## src/hw/twss_pkg.sv

```systemverilog
// shared constants and carrier types for the two-wire serial shifter
package twss_pkg;
   localparam logic [31:0] TWSS_ADDR_DATA    = 32'h00DD0058;
   localparam logic [31:0] TWSS_ADDR_CTRL    = 32'h00DD005C;
   localparam int          TWSS_BIT_DONE     = 11;
   localparam int          TWSS_BIT_INTEN    = 10;
   localparam int          TWSS_BIT_RAW_CLK  = 9;
   localparam int          TWSS_BIT_RAW_DAT  = 8;
   localparam int          TWSS_COUNT_MSB    = 7;
   localparam int          TWSS_SHIFT_BITS   = 12;
   localparam logic [3:0]  TWSS_PULSES       = 4'hB;
   localparam logic [7:0]  TWSS_COUNT_RESET  = 8'h01;
   localparam int          TWSS_UNIT_NS      = 160;
   localparam int          TWSS_CLK_NS       = 100;
   localparam logic [15:0] TWSS_HALF_UNIT_NS = 16'(TWSS_UNIT_NS / 2);
   localparam logic [15:0] TWSS_CLK_STEP_NS  = 16'(TWSS_CLK_NS);
   localparam int          TWSS_FIFO_DEPTH   = 16;

   typedef struct packed {
      logic       done;
      logic       inten;
      logic       raw_clk;
      logic       raw_dat;
      logic [7:0] count;
   } twss_ctrl_t;

   typedef struct packed {
      logic        req;
      logic        we;
      logic [31:0] addr;
      logic [31:0] wdata;
   } twss_cpu_req_t;

   typedef enum logic [2:0] {
      TWSS_IDLE,
      TWSS_SETUP,
      TWSS_LOW,
      TWSS_HIGH,
      TWSS_LAST,
      TWSS_DONE
   } twss_state_t;
endpackage

```

## src/hw/twss_fifo.sv

```systemverilog
// word FIFO with valid/ready on both sides
`timescale 1ns/1ns
module twss_fifo
   import twss_pkg::*;
#(
   parameter int WIDTH = 12,
   parameter int DEPTH = 16
)(
   input  wire logic             clk_sys,
   input  wire logic             sys_rst,
   input  wire logic             in_valid,
   output logic                  in_ready,
   input  wire logic [WIDTH-1:0] in_data,
   output logic                  out_valid,
   input  wire logic             out_ready,
   output logic      [WIDTH-1:0] out_data
);
   localparam int AW = (DEPTH > 1) ? $clog2(DEPTH) : 1;

   logic [WIDTH-1:0] mem [DEPTH];
   logic [AW-1:0]    wr_ptr;
   logic [AW-1:0]    rd_ptr;
   logic [AW:0]      level;
   logic [AW-1:0]    next_wr_ptr;
   logic [AW-1:0]    next_rd_ptr;
   logic [AW:0]      next_level;
   logic             push;
   logic             pop;

   always_comb
   begin
      in_ready    = (level != (AW+1)'(DEPTH));
      out_valid   = (level != '0);
      out_data    = mem[rd_ptr];
      push        = in_valid && in_ready;
      pop         = out_valid && out_ready;
      next_wr_ptr = wr_ptr;
      next_rd_ptr = rd_ptr;
      next_level  = level;
      if (push)
      begin
         next_wr_ptr = (wr_ptr == AW'(DEPTH-1)) ? '0 : AW'(wr_ptr + 1'b1);
      end
      if (pop)
      begin
         next_rd_ptr = (rd_ptr == AW'(DEPTH-1)) ? '0 : AW'(rd_ptr + 1'b1);
      end
      if (push && !pop)
      begin
         next_level = (AW+1)'(level + 1'b1);
      end
      else if (pop && !push)
      begin
         next_level = (AW+1)'(level - 1'b1);
      end
   end

   always_ff @(posedge clk_sys or posedge sys_rst)
   begin
      if (sys_rst)
      begin
         wr_ptr <= '0;
         rd_ptr <= '0;
         level  <= '0;
      end
      else
      begin
         wr_ptr <= next_wr_ptr;
         rd_ptr <= next_rd_ptr;
         level  <= next_level;
      end
   end

   // storage has no reset; only the level count gates what is read
   always_ff @(posedge clk_sys)
   begin
      if (push)
      begin
         mem[wr_ptr] <= in_data;
      end
   end
endmodule // twss_fifo

```

## src/hw/twss_shifter.sv

```systemverilog
// two-wire serial shifter: host registers, clock generator and shift engine
`timescale 1ns/1ns
module twss_shifter
   import twss_pkg::*;
#(
   parameter int FIFO_DEPTH = TWSS_FIFO_DEPTH
)(
   input  wire logic        clk_sys,
   input  wire logic        sys_rst,
   input  wire logic        cpu_req,
   input  wire logic        cpu_we,
   input  wire logic [31:0] cpu_addr,
   input  wire logic [31:0] cpu_wdata,
   output logic      [31:0] cpu_rdata,
   output logic             cpu_ack,
   output logic             irq_n,
   input  wire logic        serial_clock_line_i,
   output logic             serial_clock_line_o,
   output logic             serial_clock_line_oe,
   input  wire logic        serial_data_line_i,
   output logic             serial_data_line_o,
   output logic             serial_data_line_oe
);
   twss_cpu_req_t                     cpu;
   twss_ctrl_t                        ctrl;
   twss_ctrl_t                        next_ctrl;
   twss_state_t                       state;
   twss_state_t                       next_state;
   logic [TWSS_SHIFT_BITS-1:0]        tx_shift;
   logic [TWSS_SHIFT_BITS-1:0]        next_tx_shift;
   logic [TWSS_SHIFT_BITS-1:0]        rx_word;
   logic [TWSS_SHIFT_BITS-1:0]        next_rx_word;
   logic [3:0]                        pulses_left;
   logic [3:0]                        next_pulses_left;
   logic [15:0]                       time_acc;
   logic [15:0]                       next_time_acc;
   logic                              irq_pend;
   logic                              next_irq_pend;
   logic [31:0]                       next_cpu_rdata;
   logic                              next_cpu_ack;
   logic                              clk_drive_low;
   logic                              next_clk_drive_low;
   logic                              dat_drive_low;
   logic                              next_dat_drive_low;
   logic                              scl_meta;
   logic                              scl_sense;
   logic                              sda_meta;
   logic                              sda_sense;
   logic [15:0]                       half_ns;
   logic                              half_tick;
   logic                              take;
   logic                              hit_data;
   logic                              hit_ctrl;
   logic                              ctrl_read;
   logic                              done_event;
   logic                              busy;
   logic                              fifo_in_valid;
   logic                              fifo_in_ready;
   logic                              fifo_out_valid;
   logic                              fifo_out_ready;
   logic [TWSS_SHIFT_BITS-1:0]        fifo_out_data;

   function automatic logic addr_is(input logic [31:0] a, input logic [31:0] ref_addr);
      addr_is = (a == ref_addr);
   endfunction

   // line inputs come from outside the clock domain
   always_ff @(posedge clk_sys or posedge sys_rst)
   begin
      if (sys_rst)
      begin
         scl_meta  <= 1'b1;
         scl_sense <= 1'b1;
         sda_meta  <= 1'b1;
         sda_sense <= 1'b1;
      end
      else
      begin
         scl_meta  <= serial_clock_line_i;
         scl_sense <= scl_meta;
         sda_meta  <= serial_data_line_i;
         sda_sense <= sda_meta;
      end
   end

   assign cpu = '{req: cpu_req, we: cpu_we, addr: cpu_addr, wdata: cpu_wdata};

   // host access decode; a data write waits while the FIFO is full
   always_comb
   begin
      hit_data      = addr_is(cpu.addr, TWSS_ADDR_DATA);
      hit_ctrl      = addr_is(cpu.addr, TWSS_ADDR_CTRL);
      fifo_in_valid = cpu.req && !cpu_ack && cpu.we && hit_data;
      take          = cpu.req && !cpu_ack && (!fifo_in_valid || fifo_in_ready);
      ctrl_read     = take && !cpu.we && hit_ctrl;
   end

   twss_fifo #(
      .WIDTH (TWSS_SHIFT_BITS),
      .DEPTH (FIFO_DEPTH)
   ) u_fifo (
      .clk_sys   (clk_sys),
      .sys_rst   (sys_rst),
      .in_valid  (fifo_in_valid),
      .in_ready  (fifo_in_ready),
      .in_data   (cpu.wdata[TWSS_SHIFT_BITS-1:0]),
      .out_valid (fifo_out_valid),
      .out_ready (fifo_out_ready),
      .out_data  (fifo_out_data)
   );

   // fractional timebase: a half period is count * 80 ns, stepped 100 ns per clock
   // count 0 is not blocked: the half period is zero and every clock ticks
   always_comb
   begin
      half_ns   = 16'(ctrl.count * TWSS_HALF_UNIT_NS);
      half_tick = (16'(time_acc + TWSS_CLK_STEP_NS) >= half_ns);
   end

   // shift engine
   always_comb
   begin
      next_state         = state;
      next_tx_shift      = tx_shift;
      next_rx_word       = rx_word;
      next_pulses_left   = pulses_left;
      next_time_acc      = 16'(time_acc + TWSS_CLK_STEP_NS);
      next_clk_drive_low = clk_drive_low;
      next_dat_drive_low = dat_drive_low;
      fifo_out_ready     = 1'b0;
      done_event         = 1'b0;
      if (half_tick)
      begin
         next_time_acc = 16'(time_acc + TWSS_CLK_STEP_NS - half_ns);
      end
      case (state)
         TWSS_IDLE:
         begin
            next_time_acc      = '0;
            // raw pulls held off once a queued word is waiting to start
            next_clk_drive_low = ctrl.raw_clk && !busy;
            next_dat_drive_low = ctrl.raw_dat && !busy;
            if (fifo_out_valid)
            begin
               fifo_out_ready     = 1'b1;
               next_tx_shift      = fifo_out_data;
               next_pulses_left   = TWSS_PULSES;
               next_clk_drive_low = 1'b0;
               next_dat_drive_low = !fifo_out_data[TWSS_SHIFT_BITS-1];
               next_state         = TWSS_SETUP;
            end
         end
         TWSS_SETUP:
         begin
            if (half_tick)
            begin
               next_clk_drive_low = 1'b1;
               next_state         = TWSS_LOW;
            end
         end
         TWSS_LOW:
         begin
            if (half_tick)
            begin
               next_clk_drive_low = 1'b0;
               next_state         = TWSS_HIGH;
            end
         end
         TWSS_HIGH:
         begin
            // a peripheral holding the clock low stretches the high phase
            // the accumulator holds, so the phase ends on the first clock the sensed line is high
            if (half_tick && !scl_sense)
            begin
               next_time_acc = time_acc;
            end
            else if (half_tick)
            begin
               next_rx_word       = {rx_word[TWSS_SHIFT_BITS-2:0], sda_sense};
               next_tx_shift      = {tx_shift[TWSS_SHIFT_BITS-2:0], 1'b0};
               next_dat_drive_low = !tx_shift[TWSS_SHIFT_BITS-2];
               next_pulses_left   = 4'(pulses_left - 1'b1);
               if (pulses_left == 4'h1)
               begin
                  next_state = TWSS_LAST;
               end
               else
               begin
                  next_clk_drive_low = 1'b1;
                  next_state         = TWSS_LOW;
               end
            end
         end
         TWSS_LAST:
         begin
            // bit zero stands after the last pulse and is sampled at its end
            if (half_tick)
            begin
               next_rx_word       = {rx_word[TWSS_SHIFT_BITS-2:0], sda_sense};
               next_dat_drive_low = 1'b0;
               next_state         = TWSS_DONE;
            end
         end
         TWSS_DONE:
         begin
            done_event = 1'b1;
            next_state = TWSS_IDLE;
         end
         default:
         begin
            next_state = TWSS_IDLE;
         end
      endcase
   end

   always_ff @(posedge clk_sys or posedge sys_rst)
   begin
      if (sys_rst)
      begin
         state         <= TWSS_IDLE;
         tx_shift      <= '0;
         rx_word       <= '0;
         pulses_left   <= '0;
         time_acc      <= '0;
         clk_drive_low <= 1'b0;
         dat_drive_low <= 1'b0;
      end
      else
      begin
         state         <= next_state;
         tx_shift      <= next_tx_shift;
         rx_word       <= next_rx_word;
         pulses_left   <= next_pulses_left;
         time_acc      <= next_time_acc;
         clk_drive_low <= next_clk_drive_low;
         dat_drive_low <= next_dat_drive_low;
      end
   end

   // control register, interrupt and read data
   always_comb
   begin
      busy           = (state != TWSS_IDLE) || fifo_out_valid;
      next_ctrl      = ctrl;
      next_irq_pend  = irq_pend;
      next_cpu_ack   = take;
      next_cpu_rdata = '0;
      if (take && cpu.we && hit_ctrl)
      begin
         // done flag ignores writes; the count is kept until software rewrites it
         next_ctrl.inten   = cpu.wdata[TWSS_BIT_INTEN];
         next_ctrl.raw_clk = cpu.wdata[TWSS_BIT_RAW_CLK];
         next_ctrl.raw_dat = cpu.wdata[TWSS_BIT_RAW_DAT];
         next_ctrl.count   = cpu.wdata[TWSS_COUNT_MSB:0];
      end
      if (take && !cpu.we && hit_ctrl)
      begin
         next_cpu_rdata[TWSS_BIT_DONE]    = ctrl.done;
         next_cpu_rdata[TWSS_BIT_INTEN]   = ctrl.inten;
         next_cpu_rdata[TWSS_BIT_RAW_CLK] = scl_sense;
         next_cpu_rdata[TWSS_BIT_RAW_DAT] = sda_sense;
         next_cpu_rdata[TWSS_COUNT_MSB:0] = ctrl.count;
      end
      if (take && !cpu.we && hit_data)
      begin
         next_cpu_rdata[TWSS_SHIFT_BITS-1:0] = rx_word;
      end
      if (ctrl_read)
      begin
         next_ctrl.done = 1'b0;
         next_irq_pend  = 1'b0;
      end
      // a completion in the clearing cycle survives
      if (done_event)
      begin
         next_ctrl.done = 1'b1;
         if (ctrl.inten)
         begin
            next_irq_pend = 1'b1;
         end
      end
   end

   always_ff @(posedge clk_sys or posedge sys_rst)
   begin
      if (sys_rst)
      begin
         ctrl      <= '{done: 1'b0, inten: 1'b0, raw_clk: 1'b0, raw_dat: 1'b0, count: TWSS_COUNT_RESET};
         irq_pend  <= 1'b0;
         cpu_ack   <= 1'b0;
         cpu_rdata <= '0;
      end
      else
      begin
         ctrl      <= next_ctrl;
         irq_pend  <= next_irq_pend;
         cpu_ack   <= next_cpu_ack;
         cpu_rdata <= next_cpu_rdata;
      end
   end

   // open-drain pins: level is always low, only the enable moves
   always_ff @(posedge clk_sys or posedge sys_rst)
   begin
      if (sys_rst)
      begin
         irq_n                <= 1'b1;
         serial_clock_line_o  <= 1'b0;
         serial_clock_line_oe <= 1'b0;
         serial_data_line_o   <= 1'b0;
         serial_data_line_oe  <= 1'b0;
      end
      else
      begin
         irq_n                <= !next_irq_pend;
         serial_clock_line_o  <= 1'b0;
         serial_clock_line_oe <= next_clk_drive_low;
         serial_data_line_o   <= 1'b0;
         serial_data_line_oe  <= next_dat_drive_low;
      end
   end
endmodule // twss_shifter

```

## config.mk

```make
export PLATFORM = sky130hd
export DESIGN_NAME = twss_shifter
export DESIGN_NICKNAME = d
export VERILOG_FILES = /design/src/hw/twss_pkg.sv /design/src/hw/twss_fifo.sv /design/src/hw/twss_shifter.sv
export SDC_FILE = /design/constraint.sdc
export NUM_CORES = 1
export LEC_CHECK = 0
export ABC_CLOCK_PERIOD_IN_PS = 3800
export BUFFER_PORTS_ARGS = -buffer_cell sky130_fd_sc_hd__buf_4
export CAP_MARGIN = 5
export CORE_MARGIN = 1.5
export CORE_UTILIZATION = 30
export CTS_BUF_LIST = sky130_fd_sc_hd__clkbuf_4 sky130_fd_sc_hd__clkbuf_8
export CTS_CLUSTER_DIAMETER = 120
export CTS_CLUSTER_SIZE = 30
export DETAILED_ROUTE_END_ITERATION = 10
export GPL_TIMING_DRIVEN = 0
export PLACE_DENSITY = 0.56
export SLEW_MARGIN = 40
export SYNTH_ARGS = -nofsm -noshare
export SYNTH_HDL_FRONTEND = slang
export SYNTH_SLANG_ARGS = --single-unit
```

## constraint.sdc

```tcl
create_clock -name clk_sys -period 3.8 [get_ports clk_sys]
set_clock_uncertainty 0.15 [all_clocks]
set_input_delay 0.76 -clock clk_sys [delete_from_list [all_inputs] [get_ports clk_sys]]
set_output_delay 0.76 -clock clk_sys [all_outputs]
set_load 0.01 [all_outputs]
```

==> results of run 1 <==
worst max-delay path, stage by stage (launching register included):
cell and delay (ps):
dfstp_2 610, ha_4 150, ha_4 130, inv_2 40, fa_2 360, inv_2 60
a21oi_2 40, o21bai_1 170, a21o_1 150, a21oi_2 60, xor2_2 210, ha_4 250
a21o_1 190, a211o_1 290, mux2i_4 190, and3_4 240, buf_8 120, buf_8 130
nor2_4 40, a2bb2oi_1 150, o21a_1 200
sequential cells by signal, indices dropped and copies added, names as in the netlist, 3 cells and up:
register       cells
state              3
cpu_rdata         12
pulses_left        4
u_fifo.level       5
u_fifo.rd_ptr      4
rx_word           12
u_fifo.wr_ptr      4
u_fifo.mem       192
time_acc          14
ctrl              12
tx_shift          11
per-stage QoR:
stage / area [µm²] / setup slack [ps] / instances / setup TNS [ps] / power, mW
after detailed placement: 14200 / -771 / 1479 / -26400 / 7.89
after CTS: 14800 / -234 / 1518 / -7720 / 9.52
after global routing: 15000 / -410 / 1523 / -15390 / 10.3
final: 15000 / -216 / 1523 / -6520 / 9.73
after floorplan: 12900 / -22.9 / 865 / -228 / 6.86
after global placement: 14000 / -890 / 1469 / -146790 / 7.83
synthesized netlist by cell type, types with 4 or more instances:
library cell	number	area, µm²
a21o_1	10	75.1
a21oi_1	33	165
a221oi_1	4	35.0
a22o_1	15	131
a31oi_1	4	25.0
and2_1	8	50.1
and3_1	4	25.0
and4b_1	4	40.0
buf_2	10	50.1
buf_4	24	180
clkbuf_1	22	82.6
dfrtp_1	84	2100
dfstp_2	6	158
edfxtp_1	192	5770
ha_1	36	450
inv_1	29	109
mux2_2	25	282
mux2i_1	13	130
mux4_2	59	1330
nand2_1	52	195
nand2b_1	6	37.5
nand3_1	15	75.1
nand4_1	8	50.1
nor2_1	35	131
nor2b_1	4	25.0
nor3_1	12	60.1
nor3b_1	5	37.5
nor4_1	8	50.1
nor4b_1	5	43.8
o21ai_0	33	165
xnor2_1	17	149
xor2_1	14	123
layer usage:
metal | track usage | vias to the layer above | share of wire
li1 | - | 3446 | -
met1 | 0.182 | 3809 | 0.46
met2 | 0.225 | 132 | 0.49
met3 | 0.0166 | 31 | 0.033
met4 | 0.0290 | 0 | 0.018
met5 | 0 | - | 0
worst paths after layout:
path | startpoint | endpoint | slack, ps
worst min-delay path | serial_data_line_i | sda_meta | 140
max in group asynchronous | sys_rst | ctrl[0] | 2340
min in group asynchronous | sys_rst | u_fifo.wr_ptr[1] | 540
worst min register to register | scl_meta | scl_sense | 210
worst max register to register | ctrl[0] | serial_data_line_oe | -220
worst max-delay path | ctrl[0] | serial_data_line_oe | -220
logic make-up (layout without fill, tap and decap cells):
kind of cell	count (synthesis)	count (layout)
flops	282	282
simple gates	175	175
compound gates	132	132
mux	97	97
buf+inv	87	206
fa+ha+maj	39	39
xor+xnor	31	31
other cells	1	22
cell type report:
class / instances / area (µm²) / share of cell area
Buffer: 58 / 370 / 0.0247
Clock buffer: 19 / 230 / 0.0154
Clock inverter: 2 / 23.8 / 0.00159
Inverter: 29 / 116 / 0.00777
Multi-Input combinational cell: 496 / 4710 / 0.314
Sequential cell: 282 / 8030 / 0.536
Tap cell: 539 / 674 / 0.0450
Timing Repair Buffer: 98 / 828 / 0.0553
what timing repair did:
item,4_1_cts,5_1_grt
cloned,1,1
setup endpoints to repair,46,48
hold buffers,1,0
pin swaps,27,10
hold endpoints to repair,24,0
resized for setup,47,23
buffers inserted,16,3
power by group through the flow:
stage                     Combinational (mW)  Sequential, mW  Clock (mW)
final                                   4.57            3.82        1.34
after global routing                    4.98            3.87        1.48
after CTS                               4.32            3.82        1.39
after detailed placement                4.01            3.88           0
after global placement                  3.95            3.88           0
after floorplan                         3.03            3.82           0
==> key figures, run 1 <==
Layout
  • Fillers: 3993
  • Final Util: 0.357
  • Layout Nets: 1087
  • Most common cell after layout, fill and taps aside: edfxtp_1
  • Share of cells above drive strength 1: 0.309
  • Ant diodes: 0
  • Most frequent cells in the layout: edfxtp_1, buf_4, dfrtp_1, mux4_2, nand2_1
  • Area growth from synthesis to layout: 17.2%

Timing
  • Final Max Tran Viols: 0
  • Final hold slack: 144 ps
  • Worst-Margin Slew: 818 ps
  • Final Hold Viols: 0
  • Post-layout minimum cycle time: 4020 ps
  • Fmax: 0.249 GHz
  • Tcrit/Tclk final: 1.06
  • Slew HR: 0.455
  • Final setup margin: -216 ps
  • Unrepaired setup endpoints after global routing: true
  • Final setup violation count: 46

Pwr
  • Leakage power: ~5.6 nW
  • Int Power: 6.17 mW
  • Worst IR Drop VDD: ~0.31 mV
  • Gate power share: 0.470
  • Power Dens Cells: about 650 mW/mm²
  • Clock share of power: 0.137
  • P_sw: 3.56 mW
  • Flop pwr share: 0.393
  • Sw Share: 0.366

Setup path
  • Max FO, Critical Path: 5
  • Reg2reg path depth: 20
  • CP startpoint kind: flop
  • Required time worst endpoint: 4130 ps
  • CP Capture Type: flop
  • CP Class: flop to flop
  • Critical Path AT: 4340 ps

Detailed routing
  • Drc violations: 0
  • Vias per inst: 4.87
  • Routed WL: 28.8 mm
  • TritonRoute pass-1 iters: 5
  • DRT antenna net count: 0
  • 1st-iter DRT viols: 495
  • Post-DR wirelength/cell: 18.9 µm
  • Via Count: 7418

Global routing
  • Largest net degree at the start of global routing: 56
  • Grt ovf: 0
  • Antenna violations before repair: 0
  • Vias in the first global route: 7587
  • First-pass GRT wire length: 45.1 mm
  • GRT Util Overall: 0.133

Floorplanning
  • Initial Util: 0.305
  • Die footprint: 0.0438 mm²
  • Core Area: 0.0419 mm²
  • Width of the die: 209 µm
  • IO Count: 108
  • Std-Cell Rows: 75
  • Die Span Y: 209 µm

CTS
  • CTS tree: done
  • Clock Sink Count: 282
  • Maximum clock path buffer count: 3
  • H-Tree Level Count: 1
  • Clk slew on worst S/H paths: between 150 and 200 ps
  • Root buf cell: clkbuf_8
  • Clk Latency, worst-skew pair: 560 ps
  • TritonCTS buffer count: 13

Outcome
  • Violated checks: negative setup slack
  • Status: finished with violations

Synthesis
  • Synth Area in Adders: 0.0399
  • Number of flops mapped to enable cells by yosys: 192
  • Largest family of logic cells by synthesized area: multiplexers
  • #FFs+latches synth: approximately 280
  • Simple-Gate Fraction of Synth Area: 0.0710
  • Synthesized area: between 0.01 and 0.015 mm²
  • Async set or reset register ratio after synthesis: 0.319
  • Synth Area in Compound Gates: 0.0697
  • Register area share after synthesis: 0.628
  • Synth Instances: approximately 840
  • Synthesized area per cell: 15.1 µm²
  • Most used flip-flop cell after synthesis: edfxtp_1
  • Netlist cell types: 62
  • Synth Area in XOR/XNOR: 0.0212
  • Yosys warns: 0
  • Post-synthesis mux area share: 0.136

Run
  • MaxCap Viol Count: 0

Min path
  • HP Class: input port to flop
  • Hold path cells: 1

Placement
  • DP HPWL: 20.4 mm
  • Routability Congestion: 0.805
  • PortBufs: 65
Note: power is estimated with default switching activity, not from simulation.
==> run 2, diff against run 1 <==
--- a/config.mk
+++ b/config.mk
@@ -15,8 +15,10 @@
 export CTS_CLUSTER_SIZE = 30
 export DETAILED_ROUTE_END_ITERATION = 10
 export GPL_TIMING_DRIVEN = 0
+export MAX_ROUTING_LAYER = met4
 export PLACE_DENSITY = 0.56
 export SLEW_MARGIN = 40
 export SYNTH_ARGS = -nofsm -noshare
 export SYNTH_HDL_FRONTEND = slang
+export SYNTH_HIERARCHICAL = 1
 export SYNTH_SLANG_ARGS = --single-unit
==> key figures, run 2 <==
Timing
  • Final setup margin: -437 ps (-221 ps)
  • Slew HR: 0.478 (+0.0232)
  • TNS Setup: -15710 ps (-9190 ps)
  • Final hold slack: 27.6 ps (-116 ps)
  • Final Max Tran Viols: 0 (unchanged)
  • Tcrit/Tclk final: 1.11 (+0.0581)
  • Fmax: 0.236 GHz (-5.2%)
  • Final Hold Viols: 0 (unchanged)
  • Unrepaired setup endpoints after global routing: true
  • Final setup violation count: 46 (unchanged)
  • Post-layout minimum cycle time: 4240 ps (+221 ps)
  • Worst-Margin Slew: 783 ps (-34.9 ps)

CTS
  • CTS tree: done
  • Clk Latency, worst-skew pair: 550 ps (about the same)
  • Root buf cell: clkbuf_8
  • Clk slew on worst S/H paths: 190 ps (about the same)
  • Maximum clock path buffer count: 3 (unchanged)
  • Hold_buf cts: 0 (-1)
  • H-Tree Level Count: 1 (unchanged)
  • TritonCTS buffer count: 13 (unchanged)
  • Clock Sink Count: 282 (unchanged)

Detailed routing
  • DRT antenna net count: 0 (unchanged)
  • Routed WL: 28.8 mm (-0.21%)
  • Post-DR wirelength/cell: 18.7 µm (-1.4%)
  • Drc violations: 0 (unchanged)
  • TritonRoute pass-1 iters: 4 (-1)
  • 1st-iter DRT viols: 525 (+6.1%)
  • Via Count: 7529 (+1.5%)
  • Vias per inst: 4.88 (+0.25%)

Synthesis
  • Synth Instances: 862 (+2.1%)
  • Most used flip-flop cell after synthesis: edfxtp_1
  • Register area share after synthesis: 0.624 (-0.00428)
  • Async set or reset register ratio after synthesis: 0.319 (unchanged)
  • Count leader, synth: edfxtp_1
  • Synth top cells by count: edfxtp_1, dfrtp_1, nand2_1, ha_1
  • Yosys top cell by area: edfxtp_1
  • Synthesized area per cell: 14.9 µm² (-1.4%)
  • Synth area leaders: edfxtp_1, dfrtp_1, mux4_2, ha_1, mux4_1
  • Post-synth top area share: 0.448 (-0.00307)
  • Netlist cell types: 68 (+9.7%)
  • Yosys warns: 6 (+6)
  • Number of flops mapped to enable cells by yosys: 192 (unchanged)
  • #FFs+latches synth: 282 (unchanged)
  • Synthesized area: 0.0129 mm² (+0.69%)

Global routing
  • Antenna violations before repair: 1 (+1)
  • Vias in the first global route: 7677 (+1.2%)
  • Grt ovf: 0 (unchanged)
  • GRT Util Overall: 0.134 (+0.00112)
  • First-pass GRT wire length: 44.7 mm (-0.84%)
  • Largest net degree at the start of global routing: 42 (-25%)

Pwr
  • Pwr Total: 9.86 mW (+1.4%)
  • Leakage power: 5.72 nW (+2.9%)
  • Worst IR Drop VDD: 0.295 mV (-4.9%)
  • Power Dens Cells: 650 mW/mm² (about the same)

Setup path
  • Buf/Inv on CP: 5 (+1)
  • CP startpoint kind: flop
  • CP Class: flop to flop
  • CP max-delay cell: dfstp_2
  • Required time worst endpoint: 4120 ps (about the same)
  • Max FO, Critical Path: 5 (unchanged)
  • Cells along the critical path: ha_4 > ha_4 > inv_2 > fa_2 > inv_2 > a21oi_2 > o21bai_1 > a21o_1 > a21oi_2 > xor2_1 > ha_1 > a21o_1 > or2_4 > o311a_4 > buf_6 > nor3_4 > buf_6 > nor3_4 > buf_4 > a32oi_1 > o21ai_1
  • CP Capture Type: flop
  • Critical Path AT: 4550 ps (+210 ps)
  • CP max stage delay: 630 ps (+20 ps)
  • Worst path top cell family by delay: compound AO/OA/AOI/OAI gates

Run
  • MaxCap Viol Count: 0 (unchanged)

Layout
  • Area growth from synthesis to layout: 18.0%
  • Layout Nets: 1104 (+1.6%)
  • Max reg flops: 192 (unchanged)
  • Fillers: 3940 (-1.3%)
  • Most common cell after layout, fill and taps aside: edfxtp_1
  • Share of cells above drive strength 1: 0.307 (-0.00156)
  • Area occupied by multi-input gates: 0.00493 mm² (+4.8%)
  • Most frequent cells in the layout: edfxtp_1, buf_4, dfrtp_1, nand2_1, nor2_1
  • Sequential cell area: 0.00803 mm² (about the same)
  • Biggest regs: u_fifo/mem x192, time_acc x14
  • Largest register by flop count: u_fifo/mem

Outcome
  • Violated checks: negative setup slack
  • Status: finished with violations

Min path
  • HP Class: input port to async pin

Floorplanning
  • Width of the die: 210 µm (+0.34%)
  • Die Span Y: 210 µm (+0.34%)
  • Core Area: 0.0421 mm² (+0.45%)
  • Initial Util: 0.305 (+0.000722)
  • Std-Cell Rows: 75 (unchanged)
  • Die footprint: 0.0441 mm² (+0.67%)
  • IO Count: 108 (unchanged)

Placement
  • DP HPWL: 19.4 mm (-4.9%)
  • PortBufs: 64 (-1.5%)
  • Pre-CTS setup slack: -954 ps (-182 ps)
  • Routability Congestion: 0.789 (-1.9%)
[run 2: worst paths after layout]
kind	startpoint	to	slack, ps	cells after the start
max in group asynchronous	sys_rst	scl_sense	2880	3
setup / recovery	ctrl[0]	time_acc[13]	-440	21
hold reg to reg	sda_meta	sda_sense	220	0
min in group clk_sys	serial_clock_line_i	scl_meta	130	1
hold / removal	sys_rst	cpu_ack	30	2
setup reg to reg	ctrl[0]	time_acc[13]	-440	21
[run 2: logic make-up (layout without fill, tap and decap cells)]
family                     count (synthesis)  in the layout  synth area share
other                                      1             23          0.000291
AOI/OAI and AO/OA                        133            134            0.0707
adders and majority gates                 39             39            0.0397
muxes                                     99             99             0.131
DFF                                      282            282             0.624
and+or+nand+nor                          193            193            0.0773
xor gates and xnor gates                  31             31            0.0211
buffers and inverters                     84            202            0.0363
[run 2: layer usage]
metal,up-vias,part of all wire,track usage,routed length (µm)
met1,3834,0.46,0.179,13100
met2,148,0.50,0.225,14400
met3,24,0.031,0.0113,880
met5,-,0,-,0
met4,0,0.013,0.0248,388
li1,3523,-,-,-
[run 2: cell type report]
class,instances,share of cell area
flip-flops and latches,282,0.529
inverters,25,0.00651
repair buffers,97,0.0520
clock inverters,2,0.00181
well taps,539,0.0444
plain buffers,58,0.0261
clock buffers,20,0.0152
diodes,1,0.000165
multi-input cells,518,0.325
[run 2: metrics by stage]
step | std cells | util | area [µm²]
after global placement | 1486 | 0.336 | 14200
after global routing | 1542 | 0.360 | 15200
after CTS | 1532 | 0.354 | 14900
after detailed placement | 1487 | 0.337 | 14200
final | 1542 | 0.360 | 15200
after floorplan | 883 | - | 13000
[run 2: what timing repair did]
item / CTS / global route
gates cloned: 6 / 0
gates resized for setup: 55 / 56
setup endpoints to repair: 47 / 47
pin swaps: 24 / 20
setup buffers: 17 / 11
[run 2: report_power, final]
| part | leakage [nW] | total, mW | switching (mW) | internal (mW) |
|---|---|---|---|---|
| registers | 2.84 | 3.86 | 0.283 | 3.58 |
| clock network | 0.136 | 1.33 | 0.914 | 0.411 |
| logic | 2.74 | 4.68 | 2.45 | 2.22 |
| total | 5.72 | 9.86 | 3.65 | 6.21 |
